### src/core/frm_pkg.sv
// constants for the fractional-n ramp modulator core
package frm_pkg;
  // apb word addresses
  localparam logic [7:0] ADDR_FRAC_INT = 8'h00;
  localparam logic [7:0] ADDR_FRAC_LOW = 8'h04;
  localparam logic [7:0] ADDR_REF_DIV = 8'h08;
  localparam logic [7:0] ADDR_FUNCTION = 8'h0C;
  localparam logic [7:0] ADDR_TEST = 8'h10;
  localparam logic [7:0] ADDR_DEVIATION = 8'h14;
  localparam logic [7:0] ADDR_STEP = 8'h18;
  localparam logic [7:0] ADDR_DELAY = 8'h1C;
  localparam logic [7:0] ADDR_STATUS = 8'h20;
  localparam logic [7:0] ADDR_DIVIDE = 8'h24;
  localparam logic [7:0] ADDR_PFD_CTRL = 8'h28;
  // fraction/integer register fields
  localparam int RAMP_ON_BIT = 31;
  localparam int INT_LSB = 15;
  localparam int INT_W = 12;
  localparam int FMSB_LSB = 3;
  localparam int FMSB_W = 12;
  // low fraction register
  localparam int FLSB_LSB = 15;
  localparam int FLSB_W = 13;
  localparam int FRAC_W = 25;
  // reference-divider register
  localparam int SLIP_EN_BIT = 28;
  localparam int DBL_BIT = 20;
  localparam int HALF_BIT = 21;
  localparam int RDIV_LSB = 15;
  localparam int RDIV_W = 5;
  localparam int DIVA_LSB = 3;
  localparam int DIV_W = 12;
  // function register
  localparam int MODE_LSB = 10;
  localparam int PSK_BIT = 9;
  localparam int FSK_BIT = 8;
  localparam int POL_BIT = 6;
  // test register
  localparam int DIVB_LSB = 7;
  // deviation register
  localparam int HSEL_BIT = 23;
  localparam int SHIFT_LSB = 19;
  localparam int SHIFT_W = 4;
  localparam int HOP_LSB = 3;
  localparam int HOP_W = 16;
  // step register
  localparam int SSEL_BIT = 23;
  localparam int STEP_LSB = 3;
  localparam int STEP_W = 20;
  // divide accumulator: integer + fraction
  localparam int ACC_W = 37;
  localparam int SLIP_MAX = 7;
  localparam logic [31:0] REG_RESET = 32'h0000_0000;
  typedef enum logic [1:0] {
    RAMP_BURST,
    RAMP_SAW_BURST,
    RAMP_SAW,
    RAMP_TRI
  } frm_mode_type;
endpackage

### src/core/frm_core.sv
// fractional-n divide value composer, modulation, slip cells and ramp generator
`timescale 1ns/1ps
module frm_core (
  input wire logic clk_sys, // system clock
  input wire logic rst, // sync reset, active high
  input wire logic psel, // apb select
  input wire logic penable, // apb enable
  input wire logic pwrite, // apb direction
  input wire logic [7:0] paddr, // apb byte address
  input wire logic [31:0] pwdata, // apb write data
  output logic [31:0] prdata, // apb read data
  output logic pready, // apb ready
  output logic pslverr, // apb error
  input wire logic ref_in, // reference clock pin
  input wire logic modulation_input_pin, // fsk/psk data pin
  input wire logic slip_imminent, // phase detector slip warning pin
  input wire logic freq_passed, // oscillator past target pin
  output logic [frm_pkg::ACC_W-1:0] divide_value, // integer.fraction divide
  output logic phase_invert, // psk 180 degree select
  output logic [2:0] slip_cells, // extra pump cells on
  output logic slip_dir_up, // cells source when high
  output logic pfd_tick_out // phase detector period pulse
);
  localparam int ACCW = frm_pkg::ACC_W;
  logic [31:0] r_fi, r_fl, r_rd, r_fn, r_ts, r_dl;
  logic [31:0] next_r_fi, next_r_fl, next_r_rd, next_r_fn, next_r_ts, next_r_dl;
  logic [15:0] hop_size_word [2];
  logic [15:0] next_hop0, next_hop1;
  logic [3:0] hop_size_shift [2];
  logic [3:0] next_sh0, next_sh1;
  logic [19:0] step_word [2];
  logic [19:0] next_st0, next_st1;
  logic hop_word_select;
  logic next_hsel;
  logic [31:0] next_prdata;
  logic next_pready, next_pslverr;
  logic [2:0] ref_s, mod_s, slip_s, pass_s;
  logic [ACCW-1:0] base_div, next_divide;
  logic pfd_tick;
  logic ref_tick;
  logic ramp_down;
  logic slip_active;
  logic [19:0] step_cnt;
  // two-stage pin synchronisers plus a third stage for edges
  always_ff @(posedge clk_sys) begin
    if (rst) begin
      ref_s <= 3'h0;
      mod_s <= 3'h0;
      slip_s <= 3'h0;
      pass_s <= 3'h0;
    end else begin
      ref_s <= {ref_s[1:0], ref_in};
      mod_s <= {mod_s[1:0], modulation_input_pin};
      slip_s <= {slip_s[1:0], slip_imminent};
      pass_s <= {pass_s[1:0], freq_passed};
    end
  end
  function automatic logic rise(input logic [2:0] s);
    return s[1] & ~s[2];
  endfunction
  // synchronised reference edge into the divider
  assign ref_tick = rise(ref_s);
  frm_pfd_gen u_pfd (
    .clk_sys(clk_sys),
    .rst(rst),
    .ref_tick(ref_tick),
    .doubler(r_rd[frm_pkg::DBL_BIT]),
    .half(r_rd[frm_pkg::HALF_BIT]),
    .rdiv(r_rd[frm_pkg::RDIV_LSB +: frm_pkg::RDIV_W]),
    .pfd_tick(pfd_tick)
  );
  // register file
  // no wait states: ready rises the cycle after setup
  logic wr_en;
  assign wr_en = psel & penable & pwrite & pready;
  always_comb begin
    next_r_fi = r_fi;
    next_r_fl = r_fl;
    next_r_rd = r_rd;
    next_r_fn = r_fn;
    next_r_ts = r_ts;
    next_r_dl = r_dl;
    next_hop0 = hop_size_word[0];
    next_hop1 = hop_size_word[1];
    next_sh0 = hop_size_shift[0];
    next_sh1 = hop_size_shift[1];
    next_st0 = step_word[0];
    next_st1 = step_word[1];
    next_hsel = hop_word_select;
    next_pready = psel & ~pready;
    next_pslverr = 1'b0;
    next_prdata = 32'h0000_0000;
    if (psel && !pready) begin
      case (paddr)
        frm_pkg::ADDR_FRAC_INT: next_prdata = r_fi;
        frm_pkg::ADDR_FRAC_LOW: next_prdata = r_fl;
        frm_pkg::ADDR_REF_DIV: next_prdata = r_rd;
        frm_pkg::ADDR_FUNCTION: next_prdata = r_fn;
        frm_pkg::ADDR_TEST: next_prdata = r_ts;
        frm_pkg::ADDR_DEVIATION: next_prdata = {8'h00, hop_word_select,
          hop_size_shift[hop_word_select], hop_size_word[hop_word_select], 3'h0};
        frm_pkg::ADDR_STEP: next_prdata = {12'h000, step_word[0]};
        frm_pkg::ADDR_DELAY: next_prdata = r_dl;
        frm_pkg::ADDR_STATUS: next_prdata = {24'h000000, ramp_down, slip_active,
          mod_s[1], 2'h0, slip_cells};
        frm_pkg::ADDR_DIVIDE: next_prdata = divide_value[ACCW-1:5];
        frm_pkg::ADDR_PFD_CTRL: next_prdata = {12'h000, step_cnt};
        default: next_pslverr = 1'b1;
      endcase
    end
    if (wr_en) begin
      case (paddr)
        frm_pkg::ADDR_FRAC_INT: next_r_fi = pwdata;
        frm_pkg::ADDR_FRAC_LOW: next_r_fl = pwdata;
        frm_pkg::ADDR_REF_DIV: next_r_rd = pwdata;
        frm_pkg::ADDR_FUNCTION: next_r_fn = pwdata;
        frm_pkg::ADDR_TEST: next_r_ts = pwdata;
        frm_pkg::ADDR_DELAY: next_r_dl = pwdata;
        frm_pkg::ADDR_DEVIATION: begin
          next_hsel = pwdata[frm_pkg::HSEL_BIT];
          if (pwdata[frm_pkg::HSEL_BIT]) begin
            next_hop1 = pwdata[frm_pkg::HOP_LSB +: frm_pkg::HOP_W];
            next_sh1 = pwdata[frm_pkg::SHIFT_LSB +: frm_pkg::SHIFT_W];
          end else begin
            next_hop0 = pwdata[frm_pkg::HOP_LSB +: frm_pkg::HOP_W];
            next_sh0 = pwdata[frm_pkg::SHIFT_LSB +: frm_pkg::SHIFT_W];
          end
        end
        frm_pkg::ADDR_STEP: begin
          if (pwdata[frm_pkg::SSEL_BIT]) begin
            next_st1 = pwdata[frm_pkg::STEP_LSB +: frm_pkg::STEP_W];
          end else begin
            next_st0 = pwdata[frm_pkg::STEP_LSB +: frm_pkg::STEP_W];
          end
        end
        // read-only and unmapped words drop writes, error decided in setup for unmapped words only
        default: ;
      endcase
    end
  end
  always_ff @(posedge clk_sys) begin
    if (rst) begin
      r_fi <= frm_pkg::REG_RESET;
      r_fl <= frm_pkg::REG_RESET;
      r_rd <= frm_pkg::REG_RESET;
      r_fn <= frm_pkg::REG_RESET;
      r_ts <= frm_pkg::REG_RESET;
      r_dl <= frm_pkg::REG_RESET;
      hop_size_word[0] <= 16'h0000;
      hop_size_word[1] <= 16'h0000;
      hop_size_shift[0] <= 4'h0;
      hop_size_shift[1] <= 4'h0;
      step_word[0] <= 20'h00000;
      step_word[1] <= 20'h00000;
      hop_word_select <= 1'b0;
      prdata <= 32'h0000_0000;
      pready <= 1'b0;
      pslverr <= 1'b0;
    end else begin
      r_fi <= next_r_fi;
      r_fl <= next_r_fl;
      r_rd <= next_r_rd;
      r_fn <= next_r_fn;
      r_ts <= next_r_ts;
      r_dl <= next_r_dl;
      hop_size_word[0] <= next_hop0;
      hop_size_word[1] <= next_hop1;
      hop_size_shift[0] <= next_sh0;
      hop_size_shift[1] <= next_sh1;
      step_word[0] <= next_st0;
      step_word[1] <= next_st1;
      hop_word_select <= next_hsel;
      prdata <= next_prdata;
      pready <= next_pready;
      pslverr <= next_pslverr & psel;
    end
  end
  // scaled hop word, signed, sign-extended to accumulator width
  function automatic logic [ACCW-1:0] scaled(input logic [15:0] w, input logic [3:0] s);
    logic [ACCW-1:0] ext;
    ext = {{(ACCW-16){w[15]}}, w};
    return ext << s;
  endfunction
  // base divide: whole<<25 + (upper<<13) + lower
  always_comb begin
    base_div = ({{(ACCW-frm_pkg::INT_W){1'b0}}, r_fi[frm_pkg::INT_LSB +: frm_pkg::INT_W]}
      << frm_pkg::FRAC_W)
      + ({{(ACCW-frm_pkg::FMSB_W){1'b0}}, r_fi[frm_pkg::FMSB_LSB +: frm_pkg::FMSB_W]}
      << frm_pkg::FLSB_W)
      + {{(ACCW-frm_pkg::FLSB_W){1'b0}}, r_fl[frm_pkg::FLSB_LSB +: frm_pkg::FLSB_W]};
  end
  // ramp generator
  // hop timer and step counter advance on pfd ticks only
  logic ramp_on, next_ramp_down, ramp_done, next_ramp_done;
  logic [23:0] tmr, next_tmr;
  logic [19:0] next_step_cnt;
  logic [ACCW-1:0] ramp_off, next_ramp_off;
  logic [23:0] interval;
  frm_pkg::frm_mode_type mode;
  assign ramp_on = r_fi[frm_pkg::RAMP_ON_BIT];
  assign mode = frm_pkg::frm_mode_type'(r_fn[frm_pkg::MODE_LSB +: 2]);
  assign interval = 24'(r_rd[frm_pkg::DIVA_LSB +: frm_pkg::DIV_W])
    * 24'(r_ts[frm_pkg::DIVB_LSB +: frm_pkg::DIV_W]);
  always_comb begin
    next_tmr = tmr;
    next_step_cnt = step_cnt;
    next_ramp_off = ramp_off;
    next_ramp_down = ramp_down;
    next_ramp_done = ramp_done;
    if (!ramp_on) begin
      next_tmr = 24'h000000;
      next_step_cnt = 20'h00000;
      next_ramp_off = '0;
      next_ramp_down = 1'b0;
      next_ramp_done = 1'b0;
    end else if (pfd_tick) begin
      if (tmr + 24'h000001 >= interval) begin
        next_tmr = 24'h000000;
        if (!ramp_done) begin
          if (step_cnt < step_word[0]) begin
            next_step_cnt = step_cnt + 20'h00001;
            if (ramp_down) begin
              next_ramp_off = ramp_off - scaled(hop_size_word[0], hop_size_shift[0]);
            end else begin
              next_ramp_off = ramp_off + scaled(hop_size_word[0], hop_size_shift[0]);
            end
          end else begin
            next_step_cnt = 20'h00000;
            // a triangle turn holds its value for one interval
            case (mode)
              frm_pkg::RAMP_BURST: next_ramp_done = 1'b1;
              frm_pkg::RAMP_SAW_BURST: begin
                next_ramp_off = '0;
                next_ramp_done = 1'b1;
              end
              frm_pkg::RAMP_SAW: next_ramp_off = '0;
              frm_pkg::RAMP_TRI: next_ramp_down = ~ramp_down;
              default: next_ramp_done = 1'b1;
            endcase
          end
        end
      end else begin
        next_tmr = tmr + 24'h000001;
      end
    end
  end
  always_ff @(posedge clk_sys) begin
    if (rst) begin
      tmr <= 24'h000000;
      step_cnt <= 20'h00000;
      ramp_off <= '0;
      ramp_down <= 1'b0;
      ramp_done <= 1'b0;
    end else begin
      tmr <= next_tmr;
      step_cnt <= next_step_cnt;
      ramp_off <= next_ramp_off;
      ramp_down <= next_ramp_down;
      ramp_done <= next_ramp_done;
    end
  end
  // fsk and psk from the modulation pin
  // fsk deviation rides on top of the ramp offset
  logic fsk_en, psk_en, next_phase;
  assign fsk_en = r_fn[frm_pkg::FSK_BIT];
  assign psk_en = r_fn[frm_pkg::PSK_BIT];
  always_comb begin
    next_divide = base_div + ramp_off;
    if (fsk_en) begin
      if (mod_s[1]) begin
        next_divide = next_divide + scaled(hop_size_word[1], hop_size_shift[1]);
      end else begin
        next_divide = next_divide - scaled(hop_size_word[1], hop_size_shift[1]);
      end
    end
    next_phase = psk_en & mod_s[1];
  end
  // slip reduction cells
  logic releasing, next_releasing;
  logic [2:0] next_cells;
  assign slip_active = r_rd[frm_pkg::SLIP_EN_BIT];
  // a pass edge outranks a slip edge in the same cycle
  always_comb begin
    next_cells = slip_cells;
    next_releasing = releasing;
    if (!slip_active) begin
      next_cells = 3'h0;
      next_releasing = 1'b0;
    end else if (rise(pass_s)) begin
      next_releasing = 1'b1;
    end else if (releasing && pfd_tick) begin
      if (slip_cells != 3'h0) begin
        next_cells = slip_cells - 3'h1;
      end else begin
        next_releasing = 1'b0;
      end
    end else if (!releasing && rise(slip_s) && slip_cells < 3'(frm_pkg::SLIP_MAX)) begin
      next_cells = slip_cells + 3'h1;
    end
  end
  always_ff @(posedge clk_sys) begin
    if (rst) begin
      divide_value <= '0;
      phase_invert <= 1'b0;
      slip_cells <= 3'h0;
      releasing <= 1'b0;
      slip_dir_up <= 1'b0;
      pfd_tick_out <= 1'b0;
    end else begin
      divide_value <= next_divide;
      phase_invert <= next_phase;
      slip_cells <= next_cells;
      releasing <= next_releasing;
      slip_dir_up <= ~pass_s[1];
      pfd_tick_out <= pfd_tick;
    end
  end
endmodule

### src/core/frm_pfd_gen.sv
// reference path divider producing the phase detector clock enable
`timescale 1ns/1ps
module frm_pfd_gen (
  input wire logic clk_sys, // system clock
  input wire logic rst, // sync reset
  input wire logic ref_tick, // synchronised reference edge pulse
  input wire logic doubler, // double reference rate
  input wire logic half, // extra divide by two
  input wire logic [4:0] rdiv, // reference divide factor
  output logic pfd_tick // one pulse per phase detector period
);
  logic [5:0] cnt;
  logic [5:0] next_cnt;
  logic tog;
  logic next_tog;
  logic next_pfd_tick;
  logic [5:0] limit;
  // doubler counts each tick twice, half doubles the count
  always_comb begin
    limit = (rdiv == 5'h00) ? 6'h01 : {1'b0, rdiv};
    next_cnt = cnt;
    next_tog = tog;
    next_pfd_tick = 1'b0;
    if (ref_tick) begin
      if (cnt + 6'h01 >= limit) begin
        next_cnt = 6'h00;
        next_tog = ~tog;
        next_pfd_tick = half ? tog : 1'b1;
      end else begin
        next_cnt = cnt + (doubler ? 6'h02 : 6'h01);
        if (doubler && next_cnt >= limit) begin
          next_cnt = 6'h00;
          next_tog = ~tog;
          next_pfd_tick = half ? tog : 1'b1;
        end
      end
    end
  end
  always_ff @(posedge clk_sys) begin
    if (rst) begin
      cnt <= 6'h00;
      tog <= 1'b0;
      pfd_tick <= 1'b0;
    end else begin
      cnt <= next_cnt;
      tog <= next_tog;
      pfd_tick <= next_pfd_tick;
    end
  end
endmodule

### config.mk
export PLATFORM = sky130hd
export DESIGN_NAME = frm_core
export DESIGN_NICKNAME = d
export VERILOG_FILES = /design/src/core/frm_pkg.sv /design/src/core/frm_core.sv /design/src/core/frm_pfd_gen.sv
export SDC_FILE = /design/constraint.sdc
export NUM_CORES = 2
export LEC_CHECK = 0
export ABC_AREA = 1
export BUFFER_PORTS_ARGS = -buffer_cell sky130_fd_sc_hd__buf_2
export CAP_MARGIN = 20
export CORE_MARGIN = 2
export CORE_UTILIZATION = 55
export CTS_BUF_LIST = sky130_fd_sc_hd__clkbuf_4
export DETAILED_ROUTE_END_ITERATION = 7
export GPL_ROUTABILITY_DRIVEN = 0
export PLACE_DENSITY = 0.72
export SLEW_MARGIN = 10
export SYNTH_ARGS = -nofsm -noshare
export SYNTH_HDL_FRONTEND = slang
export SYNTH_SLANG_ARGS = --single-unit
### constraint.sdc
create_clock -name clk_sys -period 17.3 [get_ports clk_sys]
set_clock_uncertainty 0.1 [all_clocks]
set_input_delay 2.595 -clock clk_sys [delete_from_list [all_inputs] [get_ports clk_sys]]
set_output_delay 2.595 -clock clk_sys [all_outputs]
set_load 0.02 [all_outputs]
==> results.ini <==
[worst_setup_path]
worstPathMaxFanout = 22
rr_worst_depth = 30
crit_buf_inv = 4
rrSetupSlack_ns = 8.34
cp_slowest_cell = clkinv_1
critical_path.endpoint_type = register
crit_family = adder cells
start_kind = register
worstPathRequired_ns = 17.96
slowest_delay_ns = 0.82
cp.depth = 30
rr_endpoint = ramp_off[0]$_SDFFE_PP0P_
critical_path_class = register to register
worstReg2RegStart = r_rd[8]$_SDFFE_PP0P_
cp.arrival_ns = 9.62

[route]
detail-route-antenna-nets = 0
routed_wirelength_mm = 117.3
route.vias.total = 34490
dr.pass1.iters = 8
drt_first_iter_violations = 3930
routedWlPerCell_um = 20.05
drc_errors = 0
vias_per_cell = 5.894

[timing]
period_share = 0.5178
post-route-min-period_ns = 8.958
slew_viol_final = 0
setup_viol_count_final = 0
rsz0062_at_grt = false
fmax_mhz = 111.6
fin_setup_tns_ns = 0
timing.slew.headroom = 0.2555
hold_violations = 0
tightest_slew_ns = 1.113

[synthesis]
synth.avg_cell_area_um2 = 6.863
synth.area.top_cells = dfxtp_1, nand2_1, ha_1
netlist_area_um2 = 33670
synth-async-reset-ratio = 0
synthCells = 4907
synth_seq_cells = 434
synth_top_area_cell = dfxtp_1
synth_top_area_frac = 0.2461
synth_edf_count = 20
syn_nets = 5294
synthFlopType = dfxtp_1
yosysWarnings = 0
synth_cell_types = 68
yosysSeqAreaShare = 0.2640

[floorplanning]
num_rows = 90
pin_count = 126
core_area_um2 = 60470
die_h_um = 251.4
die_w_um = 251.4
dieArea_um2 = 63220
initial_core_util = 0.5569

[final_layout]
drive_above_1_share = 0.08807
design_area_um2 = 36220
num-fill-cells = 5840
num-nets-final = 5356
syn_to_final_growth_pct = 7.561

[global_route]
grt_pass1_vias = 31580
grt_start_max_net_pins = 100
grt.total_usage = 0.3648
overflow = 0
grt_antenna_before_repair = 8
grt_pass1_wl_mm = 179.3

[clock_network]
cts_root_buffer = clkbuf_4
cts_sinks = 434
cts.hold.buffers_added = 0
clkSlewWorstSetupHoldPaths_ns = 0.07
clockBufferDepth = 3
post_cts_buffers = 0
cts_max_level = 3
cts_resized = 0
cts_tree = built
tritoncts.num_buffers = 114
clk_latency_ns = 0.96

[placement]
portBuffers = 125
place_area_um2 = 34660
dp_hpwl_mm = 89.17

[power]
max-vdd-ir-drop_mv = 0.04459
leakage_nw = 17.55
power_density_nw_per_um2 = 56.86

[worst_hold_path]
whs_endpoint = ref_s[1]$_SDFF_PP0_
min_path_type = register to register
holdCritStartpoint = ref_s[0]$_SDFF_PP0_
whs_path_depth = 2

[run_status]
status = finished, final reports clean

[flow_run]
cap_violations = 0

-- layout by cell type (no fill, tap or decap), types with 21 or more instances in the layout --
cell      count
o21a_1       21
clkinv_1     37
o21ai_1      21
nor3_1       39
clkbuf_4    156
dfxtp_1     413
nor2_1      420
fa_1        105
a31oi_1      58
ha_1        233
nand2_1     890
nand4_1      44
inv_1       688
a221oi_1     43
nand3_1     294
o21ai_0     396
buf_4        27
xor2_1      138
buf_2       125
xnor2_1      63
a21oi_1     542
-- registers in the layout, indices dropped and copies added, names as in the netlist, 6 cells and up, named ones only --
name / count
prdata: 32
r_dl: 32
r_rd: 32
step_cnt: 20
r_fn: 32
hop_size_shift: 8
ramp_off: 37
r_fl: 32
u_pfd.cnt: 6
r_fi: 32
hop_size_word: 32
step_word: 20
tmr: 24
divide_value: 37
r_ts: 32
-- power by group --
part	switching, mW	internal (mW)	leakage [nW]	total (mW)
Combinational	0.0633	0.0189	13.1	0.0823
Sequential	0.00181	1.01	3.53	1.01
Clock	0.491	0.472	0.894	0.964
-- worst max path at each step --
stage                                     end            startpoint  slack (ns)
finish               ramp_off[0]$_SDFFE_PP0P_  r_rd[8]$_SDFFE_PP0P_        8.34
global route        ramp_off[34]$_SDFFE_PP0P_  r_rd[8]$_SDFFE_PP0P_        7.98
CTS                  ramp_off[0]$_SDFFE_PP0P_  r_rd[8]$_SDFFE_PP0P_        8.49
detailed placement   ramp_off[1]$_SDFFE_PP0P_  r_rd[8]$_SDFFE_PP0P_        8.61
global placement     ramp_off[1]$_SDFFE_PP0P_  r_rd[8]$_SDFFE_PP0P_        8.78
floorplan           ramp_off[12]$_SDFFE_PP0P_  r_rd[6]$_SDFFE_PP0P_       10.33
-- per-layer routing --
| metal | track usage | share of wire | vias up |
|---|---|---|---|
| met2 | 0.5504 | 0.42 | 1921 |
| met1 | 0.4733 | 0.40 | 15750 |
| li1 | - | - | 16420 |
| met3 | 0.09791 | 0.12 | 391 |
| met4 | 0.2031 | 0.064 | 10 |
| met5 | 0 | 0.00056 | - |
-- Yosys cell counts (9+ instances only) --
cell type,instances
nand2_2,15
buf_6,9
o21a_1,21
clkbuf_1,154
fa_1,105
inv_2,18
o21ai_0,396
xnor2_1,63
a221oi_1,43
a31oi_1,58
o221ai_1,10
o22ai_1,18
nor2_2,15
a21o_1,15
nor3_1,40
a21oi_1,542
o31ai_1,9
ha_1,233
inv_1,690
edfxtp_1,20
nor2_1,430
nand3_2,13
nand4_1,44
or2_2,10
o211ai_1,11
xor2_1,138
o21ai_1,21
buf_1,13
nand2_1,891
nand3_1,294
dfxtp_1,414
buf_2,30
nor4_1,17
a211oi_1,14
-- cells by family after synthesis --
family                     synth area share
xor gates and xnor gates            0.05228
and+or+nand+nor                      0.2285
buffers and inverters                0.1062
AOI/OAI and AO/OA                    0.2001
DFF                                  0.2640
adders and majority gates            0.1490
-- worst register-to-register path, delay by kind of cell (launching register included) --
family / cells / cell delay (ns)
AOI/OAI and AO/OA: 9 / 1.73
adders and majority gates: 7 / 3.23
buffers and inverters: 4 / 0.97
DFF: 1 / 0.69
and+or+nand+nor: 10 / 2.08
-- per-stage QoR --
step	instances	hold slack, ns	total power [mW]	util	setup slack, ns
2_1_floorplan	4907	0.2856	1.080	-	10.33
3_3_place_gp	5634	0.2988	1.114	0.5732	8.785
3_5_place_dp	5634	0.3002	1.115	0.5732	8.615
4_1_cts	5845	0.3110	2.064	0.5983	8.490
5_1_grt	5848	0.3300	2.125	0.5988	7.981
6_report	5852	0.3056	2.059	0.5990	8.342
-- area by class of cell --
class	instances	area [um^2]	share of cell area
multi-input combinational	3552	21270	0.5872
tap	782	978.4	0.02701
antenna	6	15.01	0.0004145
timing repair buffer	153	855.8	0.02363
clock buffer	156	1171	0.03233
sequential	434	8890	0.2454
clock inverter	55	347.8	0.009603
inverter	714	2695	0.07441
No activity file was read; power rests on OpenSTA's default activity.
